--- src/verilog/aspc_pkg.sv ---
// Constants, register map and helper functions of the asynchronous serial port.
package aspc_pkg;

  // ---------------------------------------------------------------
  // Register map
  // ---------------------------------------------------------------
  localparam logic [15:0] IDX_CTRL_A  = 16'h0F95;
  localparam logic [15:0] IDX_CTRL_B  = 16'h0F96;
  localparam logic [15:0] IDX_DATA    = 16'h0F97;
  localparam logic [15:0] ADDR_CTRL_A = 16'(IDX_CTRL_A * 4);
  localparam logic [15:0] ADDR_CTRL_B = 16'(IDX_CTRL_B * 4);
  localparam logic [15:0] ADDR_DATA   = 16'(IDX_DATA * 4);
  localparam logic [1:0]  SEL_A       = 2'h0;
  localparam logic [1:0]  SEL_B       = 2'h1;
  localparam logic [1:0]  SEL_D       = 2'h2;
  localparam logic [1:0]  SEL_NONE    = 2'h3;
  localparam logic [1:0]  RESP_OKAY   = 2'h0;
  localparam logic [1:0]  RESP_SLVERR = 2'h2;

  // ---------------------------------------------------------------
  // Field layout and reset values
  // ---------------------------------------------------------------
  localparam int CA_TXE    = 7;
  localparam int CA_RXE    = 6;
  localparam int CA_TX_STOP_LEN   = 5;
  localparam int CA_EVEN   = 4;
  localparam int CA_PE     = 3;
  localparam int CA_BRG_HI = 2;
  localparam int CA_BRG_LO = 0;
  localparam int CB_DNC_HI = 2;
  localparam int CB_DNC_LO = 1;
  localparam int CB_RX_STOP_LEN = 0;
  localparam logic [7:0] CTRL_A_RST = 8'h00;
  localparam logic [2:0] CTRL_B_RST = 3'h0;
  localparam logic [1:0] ST_LOW_PAD = 2'h0;
  localparam logic [2:0] RATE_TIMER = 3'h6;
  localparam logic [1:0] DNC_OFF    = 2'h0;

  // ---------------------------------------------------------------
  // Bit timing
  // ---------------------------------------------------------------
  localparam logic [3:0] TICK_LAST  = 4'hF;
  localparam logic [3:0] SMP_A      = 4'h7;
  localparam logic [3:0] SMP_B      = 4'h8;
  localparam logic [3:0] SMP_C      = 4'h9;
  localparam logic [3:0] DATA_BITS  = 4'h8;
  localparam logic [3:0] FRAME_BASE = 4'h9;

  function automatic logic [8:0] rate_div(input logic [2:0] code);
    case (code)
      3'h0:    rate_div = 9'h00D;
      3'h1:    rate_div = 9'h01A;
      3'h2:    rate_div = 9'h034;
      3'h3:    rate_div = 9'h068;
      3'h4:    rate_div = 9'h0D0;
      3'h5:    rate_div = 9'h1A0;
      default: rate_div = 9'h060;
    endcase
  endfunction

  function automatic logic [6:0] filt_thr(input logic [1:0] code);
    case (code)
      2'h1:    filt_thr = 7'h1F;
      2'h2:    filt_thr = 7'h3F;
      2'h3:    filt_thr = 7'h7F;
      default: filt_thr = 7'h00;
    endcase
  endfunction

endpackage

--- src/verilog/aspc_glitch_filter.sv ---
// Receive pin synchroniser and glitch filter.
`timescale 1ns/1ps
module aspc_glitch_filter (
  input  wire logic       aclk,
  input  wire logic       aresetn,
  input  wire logic       rx_pin,
  input  wire logic [1:0] mode,
  output wire logic       rx_clean
);
  import aspc_pkg::*;

  typedef struct packed {
    logic       s1;
    logic       s2;
    logic       out;
    logic [6:0] cnt;
  } aspc_filt_st_t;

  aspc_filt_st_t r;
  aspc_filt_st_t n;

  // ---------------------------------------------------------------
  // Filter
  // ---------------------------------------------------------------
  // Unless the filter is off, a new level is adopted only after it has held for the full window.
  always_comb begin
    n = r;
    n.s1 = rx_pin;
    n.s2 = r.s1;
    if (mode == DNC_OFF) begin
      n.out = r.s2;
      n.cnt = 7'h00;
    end else if (r.s2 == r.out) begin
      n.cnt = 7'h00;
    end else if (r.cnt == filt_thr(mode) - 7'h01) begin
      n.out = r.s2;
      n.cnt = 7'h00;
    end else begin
      n.cnt = r.cnt + 7'h01;
    end
  end

  always_ff @(posedge aclk) begin
    if (!aresetn) begin
      r.s1  <= 1'h1;
      r.s2  <= 1'h1;
      r.out <= 1'h1;
      r.cnt <= 7'h00;
    end else begin
      r <= n;
    end
  end

  assign rx_clean = r.out;
endmodule

--- src/verilog/aspc_top.sv ---
// Asynchronous serial port with an AXI4-Lite register slave.
//
// Implementation choice: register access over AXI4-Lite.
`timescale 1ns/1ps
module aspc_top (
  input  wire logic        aclk,
  input  wire logic        aresetn,
  input  wire logic [15:0] awaddr,
  input  wire logic        awvalid,
  output wire logic        awready,
  input  wire logic [31:0] wdata,
  input  wire logic [3:0]  wstrb,
  input  wire logic        wvalid,
  output wire logic        wready,
  output wire logic [1:0]  bresp,
  output wire logic        bvalid,
  input  wire logic        bready,
  input  wire logic [15:0] araddr,
  input  wire logic        arvalid,
  output wire logic        arready,
  output wire logic [31:0] rdata,
  output wire logic [1:0]  rresp,
  output wire logic        rvalid,
  input  wire logic        rready,
  input  wire logic        aux_timer_match_event,
  input  wire logic        serial_rx_pin,
  output wire logic        serial_tx_pin
);
  import aspc_pkg::*;

  typedef enum logic {TX_IDLE, TX_BIT} aspc_tx_st_t;
  typedef enum logic {RX_IDLE, RX_BIT} aspc_rx_st_t;

  typedef struct packed {
    logic [7:0]  ctrl_a;
    logic [2:0]  ctrl_b;
    logic        parity_err_flag;
    logic        frame_err_flag;
    logic        oerr;
    logic        rbfl;
    logic        tx_done_flag;
    logic        tx_empty_flag;
    logic        seen_rx;
    logic        seen_tx;
    logic [7:0]  rxbuf;
    logic [7:0]  txbuf;
    logic        txpend;
    logic        awready;
    logic        wready;
    logic        bvalid;
    logic        arready;
    logic        rvalid;
    logic [1:0]  bresp;
    logic [1:0]  rresp;
    logic [31:0] rdata;
    logic        aw_got;
    logic        w_got;
    logic [15:0] awaddr;
    logic [7:0]  wdata;
    logic        wen;
    logic [8:0]  div;
    logic        tick;
    aspc_tx_st_t tx_st;
    logic [11:0] tx_sh;
    logic [3:0]  tx_bits;
    logic [3:0]  tx_tk;
    logic        txd;
    aspc_rx_st_t rx_st;
    logic [3:0]  rx_tk;
    logic [3:0]  rx_idx;
    logic [1:0]  vote;
    logic [7:0]  rx_sh;
    logic        rx_par;
    logic        rx_fe;
  } aspc_core_st_t;

  aspc_core_st_t r;
  aspc_core_st_t n;
  logic          rx_clean;
  logic          wr_tx;
  logic          rd_rx;
  logic          rx_done;
  logic          tx_go;
  logic          bitv;
  logic [1:0]    v;
  logic [2:0]    rate;
  logic          pe;
  logic [3:0]    tk;

  function automatic logic [1:0] reg_sel(input logic [15:0] a);
    if (a[15:2] == ADDR_CTRL_A[15:2])
      reg_sel = SEL_A;
    else if (a[15:2] == ADDR_CTRL_B[15:2])
      reg_sel = SEL_B;
    else if (a[15:2] == ADDR_DATA[15:2])
      reg_sel = SEL_D;
    else
      reg_sel = SEL_NONE;
  endfunction

  aspc_glitch_filter u_filter (
    .aclk     (aclk),
    .aresetn  (aresetn),
    .rx_pin   (serial_rx_pin),
    .mode     (r.ctrl_b[CB_DNC_HI:CB_DNC_LO]),
    .rx_clean (rx_clean)
  );

  always_comb begin
    n = r;
    wr_tx = 1'h0;
    rd_rx = 1'h0;
    rx_done = 1'h0;
    tx_go = 1'h0;
    bitv = 1'h0;
    v = 2'h0;
    tk = 4'h0;
    rate = r.ctrl_a[CA_BRG_HI:CA_BRG_LO];
    pe = r.ctrl_a[CA_PE];

    // ---------------------------------------------------------------
    // Register bus
    // ---------------------------------------------------------------
    if (r.awready && awvalid) begin
      n.aw_got = 1'h1;
      n.awaddr = awaddr;
      n.awready = 1'h0;
    end
    if (r.wready && wvalid) begin
      n.w_got = 1'h1;
      n.wdata = wdata[7:0];
      n.wen = wstrb[0];
      n.wready = 1'h0;
    end
    if (r.aw_got && r.w_got) begin
      n.aw_got = 1'h0;
      n.w_got = 1'h0;
      n.bvalid = 1'h1;
      n.bresp = RESP_OKAY;
      case (reg_sel(r.awaddr))
        SEL_A: if (r.wen) n.ctrl_a = r.wdata;
        SEL_B: if (r.wen) n.ctrl_b = r.wdata[2:0];
        SEL_D: wr_tx = r.wen;
        default: n.bresp = RESP_SLVERR;
      endcase
    end
    if (r.bvalid && bready) begin
      n.bvalid = 1'h0;
      n.awready = 1'h1;
      n.wready = 1'h1;
    end
    if (r.arready && arvalid) begin
      n.arready = 1'h0;
      n.rvalid = 1'h1;
      n.rresp = RESP_OKAY;
      n.rdata = 32'h0000_0000;
      case (reg_sel(araddr))
        SEL_A: begin
          n.rdata[7:0] = {r.parity_err_flag, r.frame_err_flag, r.oerr, r.rbfl, r.tx_done_flag, r.tx_empty_flag, ST_LOW_PAD};
          n.seen_rx = 1'h1;
          n.seen_tx = 1'h1;
        end
        SEL_B: n.rresp = RESP_OKAY;
        SEL_D: begin
          n.rdata[7:0] = r.rxbuf;
          rd_rx = 1'h1;
        end
        default: n.rresp = RESP_SLVERR;
      endcase
    end
    if (r.rvalid && rready) begin
      n.rvalid = 1'h0;
      n.arready = 1'h1;
    end
    // Clears go first so that a flag set by the receiver below wins.
    if (rd_rx && r.seen_rx) begin
      n.parity_err_flag = 1'h0;
      n.frame_err_flag = 1'h0;
      n.oerr = 1'h0;
      n.rbfl = 1'h0;
      n.seen_rx = 1'h0;
    end

    // ---------------------------------------------------------------
    // Sample tick generator
    // ---------------------------------------------------------------
    if (rate == RATE_TIMER) begin
      n.div = 9'h000;
      n.tick = aux_timer_match_event;
    end else if (r.div >= rate_div(rate) - 9'h001) begin
      n.div = 9'h000;
      n.tick = 1'h1;
    end else begin
      n.div = r.div + 9'h001;
      n.tick = 1'h0;
    end

    // ---------------------------------------------------------------
    // Transmitter
    // ---------------------------------------------------------------
    // Enables are only looked at in idle, so a frame in flight always ends.
    if (r.tick) begin
      case (r.tx_st)
        TX_IDLE: begin
          if (r.ctrl_a[CA_TXE] && r.txpend) begin
            tx_go = 1'h1;
            n.tx_st = TX_BIT;
            if (pe)
              n.tx_sh = {2'h3, (^r.txbuf) ^ ~r.ctrl_a[CA_EVEN], r.txbuf, 1'h0};
            else
              n.tx_sh = {3'h7, r.txbuf, 1'h0};
            n.tx_bits = FRAME_BASE + {3'h0, pe} + {3'h0, r.ctrl_a[CA_TX_STOP_LEN]};
            n.tx_tk = 4'h0;
            n.txd = 1'h0;
            n.txpend = 1'h0;
            n.tx_empty_flag = 1'h1;
            n.tx_done_flag = 1'h0;
          end
        end
        TX_BIT: begin
          if (r.tx_tk == TICK_LAST) begin
            n.tx_tk = 4'h0;
            if (r.tx_bits == 4'h0) begin
              n.tx_st = TX_IDLE;
              n.txd = 1'h1;
              if (!r.txpend)
                n.tx_done_flag = 1'h1;
            end else begin
              n.tx_sh = {1'h1, r.tx_sh[11:1]};
              n.txd = r.tx_sh[1];
              n.tx_bits = r.tx_bits - 4'h1;
            end
          end else begin
            n.tx_tk = r.tx_tk + 4'h1;
          end
        end
        default: n.tx_st = TX_IDLE;
      endcase
    end
    // A write without a prior status read is dropped and starts nothing.
    if (wr_tx && r.seen_tx) begin
      n.txbuf = r.wdata;
      n.txpend = 1'h1;
      n.tx_empty_flag = 1'h0;
      n.seen_tx = 1'h0;
    end

    // ---------------------------------------------------------------
    // Receiver
    // ---------------------------------------------------------------
    // Receiving stays blocked while an overrun is still flagged.
    if (r.tick) begin
      case (r.rx_st)
        RX_IDLE: begin
          if (r.ctrl_a[CA_RXE] && !r.oerr && !rx_clean) begin
            n.rx_st = RX_BIT;
            n.rx_tk = 4'h0;
            n.rx_idx = 4'h0;
            n.vote = 2'h0;
            n.rx_fe = 1'h0;
          end
        end
        RX_BIT: begin
          tk = r.rx_tk + 4'h1;
          n.rx_tk = tk;
          if (tk == SMP_A || tk == SMP_B)
            n.vote = r.vote + {1'h0, rx_clean};
          if (tk == SMP_C) begin
            v = r.vote + {1'h0, rx_clean};
            bitv = v[1];
            n.vote = 2'h0;
            n.rx_idx = r.rx_idx + 4'h1;
            if (r.rx_idx == 4'h0) begin
              if (bitv)
                n.rx_st = RX_IDLE;
            end else if (r.rx_idx <= DATA_BITS) begin
              n.rx_sh = {bitv, r.rx_sh[7:1]};
            end else if (pe && r.rx_idx == FRAME_BASE) begin
              n.rx_par = bitv;
            end else if (!bitv) begin
              n.rx_fe = 1'h1;
            end
            if (r.rx_idx == FRAME_BASE + {3'h0, pe} + {3'h0, r.ctrl_b[CB_RX_STOP_LEN]}) begin
              rx_done = 1'h1;
              n.rx_st = RX_IDLE;
            end
          end
        end
        default: n.rx_st = RX_IDLE;
      endcase
    end
    if (rx_done) begin
      if (n.rbfl) begin
        n.oerr = 1'h1;
      end else begin
        n.rxbuf = n.rx_sh;
        n.rbfl = 1'h1;
        if (n.rx_fe)
          n.frame_err_flag = 1'h1;
        if (pe && (((^n.rx_sh) ^ ~r.ctrl_a[CA_EVEN]) != n.rx_par))
          n.parity_err_flag = 1'h1;
      end
    end
  end

  always_ff @(posedge aclk) begin
    if (!aresetn) begin
      r <= '0;
      r.ctrl_a <= CTRL_A_RST;
      r.ctrl_b <= CTRL_B_RST;
      r.tx_done_flag <= 1'h1;
      r.tx_empty_flag <= 1'h1;
      r.awready <= 1'h1;
      r.wready <= 1'h1;
      r.arready <= 1'h1;
      r.txd <= 1'h1;
    end else begin
      r <= n;
    end
  end

  assign awready = r.awready;
  assign wready = r.wready;
  assign bresp = r.bresp;
  assign bvalid = r.bvalid;
  assign arready = r.arready;
  assign rdata = r.rdata;
  assign rresp = r.rresp;
  assign rvalid = r.rvalid;
  assign serial_tx_pin = r.txd;
endmodule

--- config.mk ---
export PLATFORM = sky130hd
export DESIGN_NAME = aspc_top
export DESIGN_NICKNAME = d
export VERILOG_FILES = /design/src/verilog/aspc_pkg.sv /design/src/verilog/aspc_glitch_filter.sv /design/src/verilog/aspc_top.sv
export SDC_FILE = /design/constraint.sdc
export NUM_CORES = 1
export LEC_CHECK = 0
export BUFFER_PORTS_ARGS = -buffer_cell sky130_fd_sc_hd__buf_2
export CORE_ASPECT_RATIO = 0.9
export CORE_MARGIN = 8
export CORE_UTILIZATION = 52
export DETAILED_ROUTE_END_ITERATION = 10
export GPL_TIMING_DRIVEN = 0
export PLACE_DENSITY_LB_ADDON = 0.2
export SYNTH_ARGS = -nofsm -noshare
export SYNTH_HDL_FRONTEND = slang
export SYNTH_HIERARCHICAL = 1
export SYNTH_SLANG_ARGS = --single-unit
--- constraint.sdc ---
create_clock -name aclk -period 4 [get_ports aclk]
set_input_delay 0.6 -clock aclk [delete_from_list [all_inputs] [get_ports aclk]]
set_output_delay 0.6 -clock aclk [all_outputs]
set_load 0.01 [all_outputs]
# After elaboration in Yosys (flattened, before gate mapping)
# Cells that the tools add are included.
# Widths: inputs -> output; s select.
[word_totals] register_bits=143 output_inout_bits=42
[classes] addsub=12 n_lt_le_gt_ge=2 n_eq_ne=38 mux=76 n_bitwise=7 n_reduce_logical=49
[ops] operator="$eq 14x12->1 const B" count=6
[ops] operator="$pmux 9 s6" count=1
[ops] operator="$pmux 22 s2" count=1
[ops] operator="$mux 1" count=38
[ops] operator="$mux 16" count=2
[ops] operator="$mux 10" count=3
[ops] operator="$mux 7" count=4
[ops] operator="$mux 2" count=12
[ops] operator="$mux 22" count=1
[ops] operator="$pmux 11 s2" count=1
[ops] operator="$pmux 7 s3" count=1
[ops] operator="$mux 9" count=2
[ops] operator="$reduce_and 3->1" count=6
[ops] operator="$mux 17" count=1
[ops] operator="$eq 4x4->1 const B" count=4
[ops] operator="$mux 8" count=2
[ops] operator="$pmux 8 s2" count=1
[ops] operator="$reduce_xor 8->1" count=2
[ops] operator="$logic_and 1x1->1" count=13
[ops] operator="$add 4x1->4 const B" count=3
[ops] operator="$mux 4" count=3
[ops] operator="$mux 11" count=1
[ops] operator="$ne 2x1->1 const B" count=5
[ops] operator="$reduce_and 2->1" count=5
[ops] operator="36 further kinds" count=66

# Depth between registers and ports, before layout
# Gate-level depths: netlist (run 1).
[depth] depth_word=15 mapped_depth=15

# By module
# Netlist (run 1), hierarchy kept.
[by_module_without_submodules] module="aspc_top" instances=1 cells_per_inst=747 area_per_inst_um2=6244.7 seq_area_each_um2=2562.5
[by_module_without_submodules] module="aspc_glitch_filter" instances=1 cells_per_inst=47 area_per_inst_um2=462.9 seq_area_each_um2=200.2

# Worst setup path after synthesis (run 1)
# OpenSTA, ideal clock, no wires.
[synth_timing] path_kind="reg-to-reg" from="register r[149] (netlist name)" to="register r[46] (netlist name)" arrival_time_ns=2.868 t_required_ns=3.930 setup_slack_ns=1.061 stages_incl_launch_ff=16 period_less_slack_ns=2.939 path_cell_list="dfxtp_1 > clkbuf_1 > nand2b_1 > or2_2 > ha_1 > o21ai_0 > nand2_1 > a21oi_1 > o21ai_0 > ha_1 > a21o_1 > a21o_1 > a21o_1 > a21oi_1 > o2111ai_1 > nor2_1"
[synth_between] elab_chain_cells=6
[synth_lines] item="start: declaration" line_no="aspc_top.sv:77" rtl="aspc_core_st_t r;"
[synth_lines] item="start signal: assignment" line_no="aspc_top.sv:318" rtl="r <= n;"
[synth_lines] item="$eq 3x3->1 (tied with other cells)" line_no="aspc_pkg.sv:50" rtl="case (code)"
[synth_lines] item="$pmux 9 s6" line_no="aspc_pkg.sv:50"
[synth_lines] item="$mux 9" line_no="aspc_top.sv:187" rtl="if (rate == RATE_TIMER) begin"
[synth_lines] item="$sub 9x1->9" line_no="aspc_top.sv:190" rtl="end else if (r.div >= rate_div(rate) - 9'h001) begin"
[synth_lines] item="$ge 9x9->1" line_no="aspc_top.sv:190"
[synth_lines] item="$reduce_or 3->1 (no line) *"
# Every way passes the cells marked *; elsewhere a longest branch is shown, timed or not. The select of a mux whose other input is x is not followed.
# A chain may end at the register's enable or synchronous reset.

# Worst setup path in the final report (run 1)
[layout_timing] from="register r[149] (netlist name)" to="register r[51] (netlist name)"
# Same word-level chain as after synthesis.

==> results_tabular.tex, run 1 <==
\begin{tabular}{lr}
\hline
Metric & Value \\
\hline
\multicolumn{2}{l}{\textbf{CTS}} \\
\quad Clock slew seen by the registers of the worst setup and hold paths & 0.05 ns \\
\quad H-tree level count & 4 \\
\quad Clock tree from TritonCTS & done \\
\quad Cell at the root of the clock tree & clkbuf\_16 \\
\quad Setup bufs post-CTS & 0 \\
\quad Bufs on Longest Clock Path & 2 \\
\quad Number of sinks on the clock net & 138 \\
\quad Worst-Skew Late Latency & 0.42 ns \\
\quad Cts bufs inserted & 17 \\
\quad Number of cells upsized or downsized after cts & 0 \\
\quad Number of buffers inserted by hold repair at cts & 0 \\
\multicolumn{2}{l}{\textbf{Routing}} \\
\quad DRC violation total after the first TritonRoute iteration & 422 \\
\quad Number of vias in the routed layout & 5728 \\
\quad Total length of routed wires & 15.7 mm \\
\quad Average via count per standard cell & 5.33 \\
\quad Number of detailed-route iterations in the first pass & 5 \\
\quad Routed wirelength normalized by instance count & 14.7 um \\
\quad Residual DRC & 0 \\
\quad Remaining antenna violation count after routing & 0 \\
\multicolumn{2}{l}{\textbf{Global route}} \\
\quad Number of antenna violations at the first check in global routing & 0 \\
\quad Total Routing Usage GR & 19.4\% \\
\quad Total congestion overflow & 0 \\
\quad Number of global-route vias before repair & 5561 \\
\quad Wire length of the first global-routing pass & 26.2 mm \\
\quad Maximum number of pins on one net before global-route repair & 17 \\
\multicolumn{2}{l}{\textbf{Synthesis}} \\
\quad Cells after synthesis & 794 \\
\quad Warnings, synthesis & 6 \\
\quad Cell type contributing the most total cell area after synthesis & dfxtp\_1 \\
\quad Unique cell type count in the Yosys netlist & 67 \\
\quad Synthesized area per cell & 8.45 um\^{}2 \\
\quad Most frequent cell after synthesis & dfxtp\_1 \\
\quad Fraction of synthesized cell area taken by the top area cell type & 41.2\% \\
\quad Number of enable flip-flop cells after synthesis & 0 \\
\quad Most common flop cell mapped by yosys & dfxtp\_1 \\
\quad Register bit count reported by yosys & 138 \\
\quad Top cells by count, synth & 138 x dfxtp\_1, 101 x nand2\_1, 89 x nor2\_1, 71 x a21oi\_1, 36 x buf\_4 \\
\quad Asr flop ratio synth & 0\% \\
\quad Sequential fraction of the synthesis area & 41.2\% \\
\quad Post-Synthesis Cell Area & 0.00671 mm\^{}2 \\
\quad Largest cells by area after synthesis & dfxtp\_1 41\%, nand2\_1 5.7\%, a21oi\_1 5.3\%, ha\_1 5.2\%, nor2\_1 5.0\% \\
\multicolumn{2}{l}{\textbf{Timing}} \\
\quad Final hold violation count & 0 \\
\quad Unrepaired setup endpoints after global routing & no \\
\quad Fmax & 282 MHz \\
\quad Count of final max-slew check failures & 0 \\
\quad Relative slew slack & 40.5\% \\
\quad Final sum of negative setup slack & 0 ns \\
\quad Portion of the clock cycle consumed by the worst path in the final layout & 88.6\% \\
\quad Total of endpoints with negative setup slack in the final report & 0 \\
\quad Measured slew at the worst slew-check pin & 0.887 ns \\
\quad Final critical path time including I/O delays and setup & 3.54 ns \\
\quad Final WS setup & 0.455 ns \\
\quad Final clock skew & 0.0125 ns \\
\multicolumn{2}{l}{\textbf{Cells and area}} \\
\quad Final core area utilization & 62.7\% \\
\quad Area taken by flip-flops and latches & 0.00276 mm\^{}2 \\
\quad Area of the multi-input gates & 0.00353 mm\^{}2 \\
\quad Summed area of non-filler cells in the final layout & 0.00792 mm\^{}2 \\
\quad Filler cell count & 1078 \\
\quad Ant. Diodes & 0 \\
\quad Post-synthesis to final-layout area growth & 18.1\% \\
\quad Ratio of cells with drive above 1 in the final layout & 16.9\% \\
\quad Number of nets in the layout & 1003 \\
\multicolumn{2}{l}{\textbf{Placed design}} \\
\quad Worst-case setup slack after placement & 0.548 ns \\
\quad HPWL after DPL & 11.7 mm \\
\quad Final Wtd Congestion & 0.866 \\
\quad Total placed instance area & 0.00731 mm\^{}2 \\
\quad Port buffer count & 60 \\
\multicolumn{2}{l}{\textbf{Floorplanning}} \\
\quad Initial standard-cell utilization of the core & 53.1\% \\
\quad Num ports & 119 \\
\quad Die area & 0.0168 mm\^{}2 \\
\quad Core area & 0.0126 mm\^{}2 \\
\quad Height of the die & 124 um \\
\quad Core Rows & 39 \\
\quad Horiz. Die Dim & 136 um \\
\multicolumn{2}{l}{\textbf{Pwr}} \\
\quad Leakage power summed over all cells & 3.25 nW \\
\quad Total power divided by cell area & 403 mW/mm\^{}2 \\
\quad Worst vdd ir & 0.310 mV \\
\quad Power after layout & 3.19 mW \\
\multicolumn{2}{l}{\textbf{Worst setup path}} \\
\quad Critical Path Fanout Max & 10 \\
\quad Element type at the critical path start & flop \\
\quad CP endpoint kind & flop \\
\quad Signal arrival time at the worst endpoint & 3.89 ns \\
\quad Worst setup path category & reg -> reg \\
\quad WP data required & 4.35 ns \\
\multicolumn{2}{l}{\textbf{Status}} \\
\quad Outcome & completed \\
\multicolumn{2}{l}{\textbf{Min path}} \\
\quad Min-delay worst type & in -> reg \\
\multicolumn{2}{l}{\textbf{Run}} \\
\quad Max-cap violation count & 0 \\
\hline
\end{tabular}
==> routing by layer <==
| layer | vias to the layer above | share of wire [%] | GRT usage (%) |
|---|---|---|---|
| li1 | 2889 | - | - |
| met1 | 2673 | 45 | 23.6 |
| met2 | 143 | 49 | 32.6 |
| met3 | 23 | 4.8 | 4.76 |
| met4 | 0 | 1.7 | 7.83 |
| met5 | - | 0 | 0 |
==> logic make-up after synthesis <==
family                   count (synthesis)  share of synthesized area (%)
XOR/XNOR                                35                           4.78
other                                    1                         0.0559
flip-flops                             138                           41.2
adder cells (fa/ha/maj)                 28                           5.22
AND/OR/NAND/NOR                        305                           21.5
buffers and inverters                   97                           7.55
multiplexers                            30                           4.72
AO/OA/AOI/OAI                          160                           15.0
==> cell type report <==
class / instances / area share, %
clock buffers: 24 / 6.33
inverters: 28 / 1.33
repair buffers: 60 / 3.79
clock inverters: 7 / 1.42
well taps: 164 / 2.59
flip-flops and latches: 138 / 34.9
plain buffers: 69 / 5.07
multi-input cells: 584 / 44.6
==> cell usage in the layout, fill, tap and decap left out, types with 5 or more instances in the layout <==
cell type / count
or2_2: 5
a21oi_1: 71
buf_2: 62
inv_1: 27
buf_4: 36
nand2_1: 101
clkbuf_8: 5
mux2_2: 9
and2_1: 12
nand4_1: 5
a21o_1: 5
a22oi_1: 15
nand2b_1: 10
clkbuf_1: 32
nor2_1: 89
a211oi_1: 14
ha_1: 28
or3_1: 5
nand3_1: 22
xnor2_1: 21
mux2i_1: 20
xor2_1: 13
o21ai_0: 27
conb_1: 26
dfxtp_1: 138
clkbuf_16: 17
and3_1: 7
nor3_1: 23
==> metrics by stage <==
stage,hold WS [ns],instances
2_1_floorplan,0.386,819
3_3_place_gp,0.397,1043
3_5_place_dp,0.398,1043
4_1_cts,0.344,1074
5_1_grt,0.372,1074
6_report,0.356,1074
==> state kept, by name, summed over array words and instances (netlist names) <==
| name | flops |
|---|---|
| r | 111 |
| rdata | 8 |
| u_filter/r | 8 |
| arready | 1 |
| awready | 1 |
| bresp | 1 |
| bvalid | 1 |
| pe | 1 |
| rresp | 1 |
| rvalid | 1 |
| serial_tx_pin | 1 |
| u_filter/n | 1 |
| u_filter/rx_clean | 1 |
| wready | 1 |
==> worst max-delay path, cell delays in order, from the launching register on <==
cell       delay [ns]
dfxtp_1          0.32
clkbuf_1         0.36
nand2b_1         0.12
or2_2            0.31
ha_1             0.27
o21ai_0          0.22
o31ai_1          0.15
ha_1             0.33
a21o_1           0.19
a21o_1           0.17
a21o_1           0.19
a21oi_1          0.21
o2111ai_1        0.42
nor2_1           0.23
==> final timing paths <==
path | start | end | slack (ns) | cells past startpoint
max | r[149]$_SDFFE_PN0P_ | r[51]$_SDFF_PP0_ | 0.46 | 13
min | serial_rx_pin | u_filter/n[8]$_SDFF_PN1_ | 0.36 | 2
max reg2reg | r[149]$_SDFFE_PN0P_ | r[51]$_SDFF_PP0_ | 0.46 | 13
min reg2reg | u_filter/n[8]$_SDFF_PN1_ | u_filter/r[8]$_SDFF_PN1_ | 0.41 | 1
==> power breakdown <==
group | total, mW | leakage, nW | switching, mW | internal [mW]
combinational | 0.155 | 1.83 | 0.0889 | 0.0658
clock | 1.61 | 0.302 | 0.559 | 1.06
sequential | 1.42 | 1.12 | 0.0204 | 1.40
No activity file was read; power rests on OpenSTA's default activity.
==> run 2: changes to the inputs <==
Settings changed: CORE_UTILIZATION 52 to 45.
Clock period 4 ns to 4.4 ns, I/O delays scaled along.
==> results_tabular.tex, run 2 (same netlist as run 1, synthesis figures left out) <==
\begin{tabular}{lr}
\hline
Metric & Value \\
\hline
\multicolumn{2}{l}{\textbf{Status}} \\
\quad Outcome & completed \\
\multicolumn{2}{l}{\textbf{Worst setup path}} \\
\quad Worst setup path category & reg -> reg \\
\quad Cell with the most instances on the worst path & a21o\_1 \\
\quad Kind of cell with the highest combined delay on the critical path & compound AO/OA/AOI/OAI gates \\
\quad Critical Path Max Stage Delay & 0.42 ns (about the same) \\
\quad Buffers and inverters on the worst path & 1 (unchanged) \\
\quad Critical Path Fanout Max & 10 (unchanged) \\
\quad CP Cell Sequence & clkbuf\_1 > nand2b\_1 > or2\_2 > ha\_1 > o21ai\_0 > nand2\_1 > a21oi\_1 > o21ai\_0 > ha\_1 > a21o\_1 > a21o\_1 > a21o\_1 > a21oi\_1 > o2111ai\_1 > nor2\_1 \\
\quad Critical Path Slowest Stage Cell & o2111ai\_1 \\
\quad Signal arrival time at the worst endpoint & 3.70 ns (-0.19 ns) \\
\quad Element type at the critical path start & flop \\
\quad Beginning of the worst register-to-register path & r[149]\$\_SDFFE\_PN0P\_ \\
\quad Startpoint of the most critical setup path & r[149]\$\_SDFFE\_PN0P\_ \\
\quad WP data required & 4.75 ns (+0.40 ns) \\
\quad CP endpoint kind & flop \\
\multicolumn{2}{l}{\textbf{Global route}} \\
\quad Number of global-route vias before repair & 5219 (-6.1\%) \\
\quad Maximum number of pins on one net before global-route repair & 17 (unchanged) \\
\quad Wire length of the first global-routing pass & 25.6 mm (-2.2\%) \\
\quad Total congestion overflow & 0 (unchanged) \\
\quad Number of antenna violations at the first check in global routing & 0 (unchanged) \\
\quad Total Routing Usage GR & 16.8\% (-2.6 points) \\
\multicolumn{2}{l}{\textbf{Pwr}} \\
\quad Total power divided by cell area & 348 mW/mm\^{}2 (-14\%) \\
\quad Worst vdd ir & 0.288 mV (-7.1\%) \\
\quad Leakage power summed over all cells & 3.21 nW (-1.2\%) \\
\multicolumn{2}{l}{\textbf{Timing}} \\
\quad Final clock skew & 0.00481 ns (-0.00768 ns) \\
\quad Fmax & 299 MHz (+5.9\%) \\
\quad Count of final max-slew check failures & 0 (unchanged) \\
\quad Total of endpoints with negative setup slack in the final report & 0 (unchanged) \\
\quad Relative slew slack & 41.8\% (+1.3 points) \\
\quad Final WS setup & 1.05 ns (+0.599 ns) \\
\quad Portion of the clock cycle consumed by the worst path in the final layout & 76.0\% (-13 points) \\
\quad Final critical path time including I/O delays and setup & 3.35 ns (-0.199 ns) \\
\quad Measured slew at the worst slew-check pin & 0.868 ns (-0.0193 ns) \\
\quad Unrepaired setup endpoints after global routing & no \\
\quad Final hold violation count & 0 (unchanged) \\
\quad Final sum of negative setup slack & 0 ns (unchanged) \\
\multicolumn{2}{l}{\textbf{CTS}} \\
\quad H-tree level count & 4 (unchanged) \\
\quad Number of cells upsized or downsized after cts & 0 (unchanged) \\
\quad Number of buffers inserted by hold repair at cts & 0 (unchanged) \\
\quad Bufs on Longest Clock Path & 2 (unchanged) \\
\quad Setup bufs post-CTS & 0 (unchanged) \\
\quad Clock slew seen by the registers of the worst setup and hold paths & 0.05 ns (about the same) \\
\quad Clock tree from TritonCTS & done \\
\quad Worst-Skew Late Latency & 0.42 ns (about the same) \\
\quad Number of sinks on the clock net & 138 (unchanged) \\
\quad Cts bufs inserted & 17 (unchanged) \\
\quad Cell at the root of the clock tree & clkbuf\_16 \\
\multicolumn{2}{l}{\textbf{Floorplanning}} \\
\quad Initial standard-cell utilization of the core & 45.8\% (-7.3 points) \\
\quad Core area & 0.0147 mm\^{}2 (+16\%) \\
\quad Core Rows & 42 (+7.7\%) \\
\quad Die area & 0.0191 mm\^{}2 (+14\%) \\
\quad Height of the die & 132 um (+6.5\%) \\
\quad Horiz. Die Dim & 145 um (+6.6\%) \\
\quad Num ports & 119 (unchanged) \\
\multicolumn{2}{l}{\textbf{Cells and area}} \\
\quad Number of nets in the layout & 1003 (unchanged) \\
\quad Largest reg by FF count & r \\
\quad Non-filler cells in the finished layout & 1109 (+3.3\%) \\
\quad Ratio of cells with drive above 1 in the final layout & 16.6\% (-0.35 points) \\
\quad Ant. Diodes & 0 (unchanged) \\
\quad Post-synthesis to final-layout area growth & 17.5\% \\
\quad Number of flip-flops in the largest register & 111 (unchanged) \\
\quad Commonest cells after routing, fill and taps aside & 138 x dfxtp\_1, 101 x nand2\_1, 89 x nor2\_1 \\
\quad Leading cell type in the layout, fill and taps excluded & dfxtp\_1 \\
\multicolumn{2}{l}{\textbf{Routing}} \\
\quad Average via count per standard cell & 4.98 (-6.6\%) \\
\quad Residual DRC & 0 (unchanged) \\
\quad Remaining antenna violation count after routing & 0 (unchanged) \\
\quad Routed wirelength normalized by instance count & 13.9 um (-5.5\%) \\
\quad DRC violation total after the first TritonRoute iteration & 245 (-42\%) \\
\quad Total length of routed wires & 15.4 mm (-2.4\%) \\
\quad Number of detailed-route iterations in the first pass & 6 (+1) \\
\quad Number of vias in the routed layout & 5525 (-3.5\%) \\
\multicolumn{2}{l}{\textbf{Placed design}} \\
\quad Worst-case setup slack after placement & 1.03 ns (+0.483 ns) \\
\quad Final Wtd Congestion & 0.780 (-9.9\%) \\
\quad HPWL after DPL & 11.4 mm (-2.9\%) \\
\quad Count of placed standard cells including taps & 1077 (+3.3\%) \\
\quad Port buffer count & 60 (unchanged) \\
\multicolumn{2}{l}{\textbf{Min path}} \\
\quad Worst hold start & u\_filter/n[8]\$\_SDFF\_PN1\_ \\
\quad Min-delay worst type & reg -> reg \\
\multicolumn{2}{l}{\textbf{Run}} \\
\quad Max-cap violation count & 0 (unchanged) \\
\hline
\end{tabular}
run 2: changes by cell type in the layout (fill, tap and decap cells not counted), sizes merged:
cell / delta
clkinv: +3
bufinv: -2
run 2: per-stage QoR:
stage	utilization (%)	cell area (um^2)	power (mW)	hold slack, ns
5_1_grt	53.8	7880	2.83	0.417
3_5_place_dp	50.1	7350	1.46	0.399
2_1_floorplan	-	6800	1.40	0.386
4_1_cts	53.8	7880	2.77	0.408
6_report	53.8	7880	2.74	0.407
3_3_place_gp	50.1	7350	1.46	0.393
run 2: report_power, final:
group | internal, mW | switching [mW]
Clock | 0.787 | 0.527
Combinational | 0.0596 | 0.0811
Sequential | 1.27 | 0.0177
run 2: per-layer routing:
layer  global-route usage, %  vias to the layer above  routed length [um]
met4                    6.76                        0                 267
met1                    21.6                     2517                7340
met5                       0                        -                   0
met3                    4.27                       22                 725
li1                        -                     2889                   -
met2                    26.2                       97                7030
run 2: layout make-up:
class,instances,area (um^2)
fill,1408,6780
multi-input combinational,584,3530
sequential,138,2760
clock buffer,24,462
buffer,69,402
timing repair buffer,60,300
tap,198,248
inverter,28,105
clock inverter,8,71.3
run 2: path summary, 6_finish.rpt:
kind                                                  to  cells after the start  slack, ns
worst max register to register          r[46]$_SDFF_PP0_                     15       1.05
worst min-delay path            u_filter/r[8]$_SDFF_PN1_                      1       0.41
worst max-delay path                    r[46]$_SDFF_PP0_                     15       1.05
worst min register to register  u_filter/r[8]$_SDFF_PN1_                      1       0.41
run 2: worst register-to-register path, cell delays in order, from the launching register on:
cell and delay (ns):
dfxtp_1 0.31, clkbuf_1 0.33, nand2b_1 0.11, or2_2 0.30, ha_1 0.26, o21ai_0 0.16
nand2_1 0.07, a21oi_1 0.14, o21ai_0 0.10, ha_1 0.19, a21o_1 0.15, a21o_1 0.17
a21o_1 0.17, a21oi_1 0.18, o2111ai_1 0.42, nor2_1 0.22
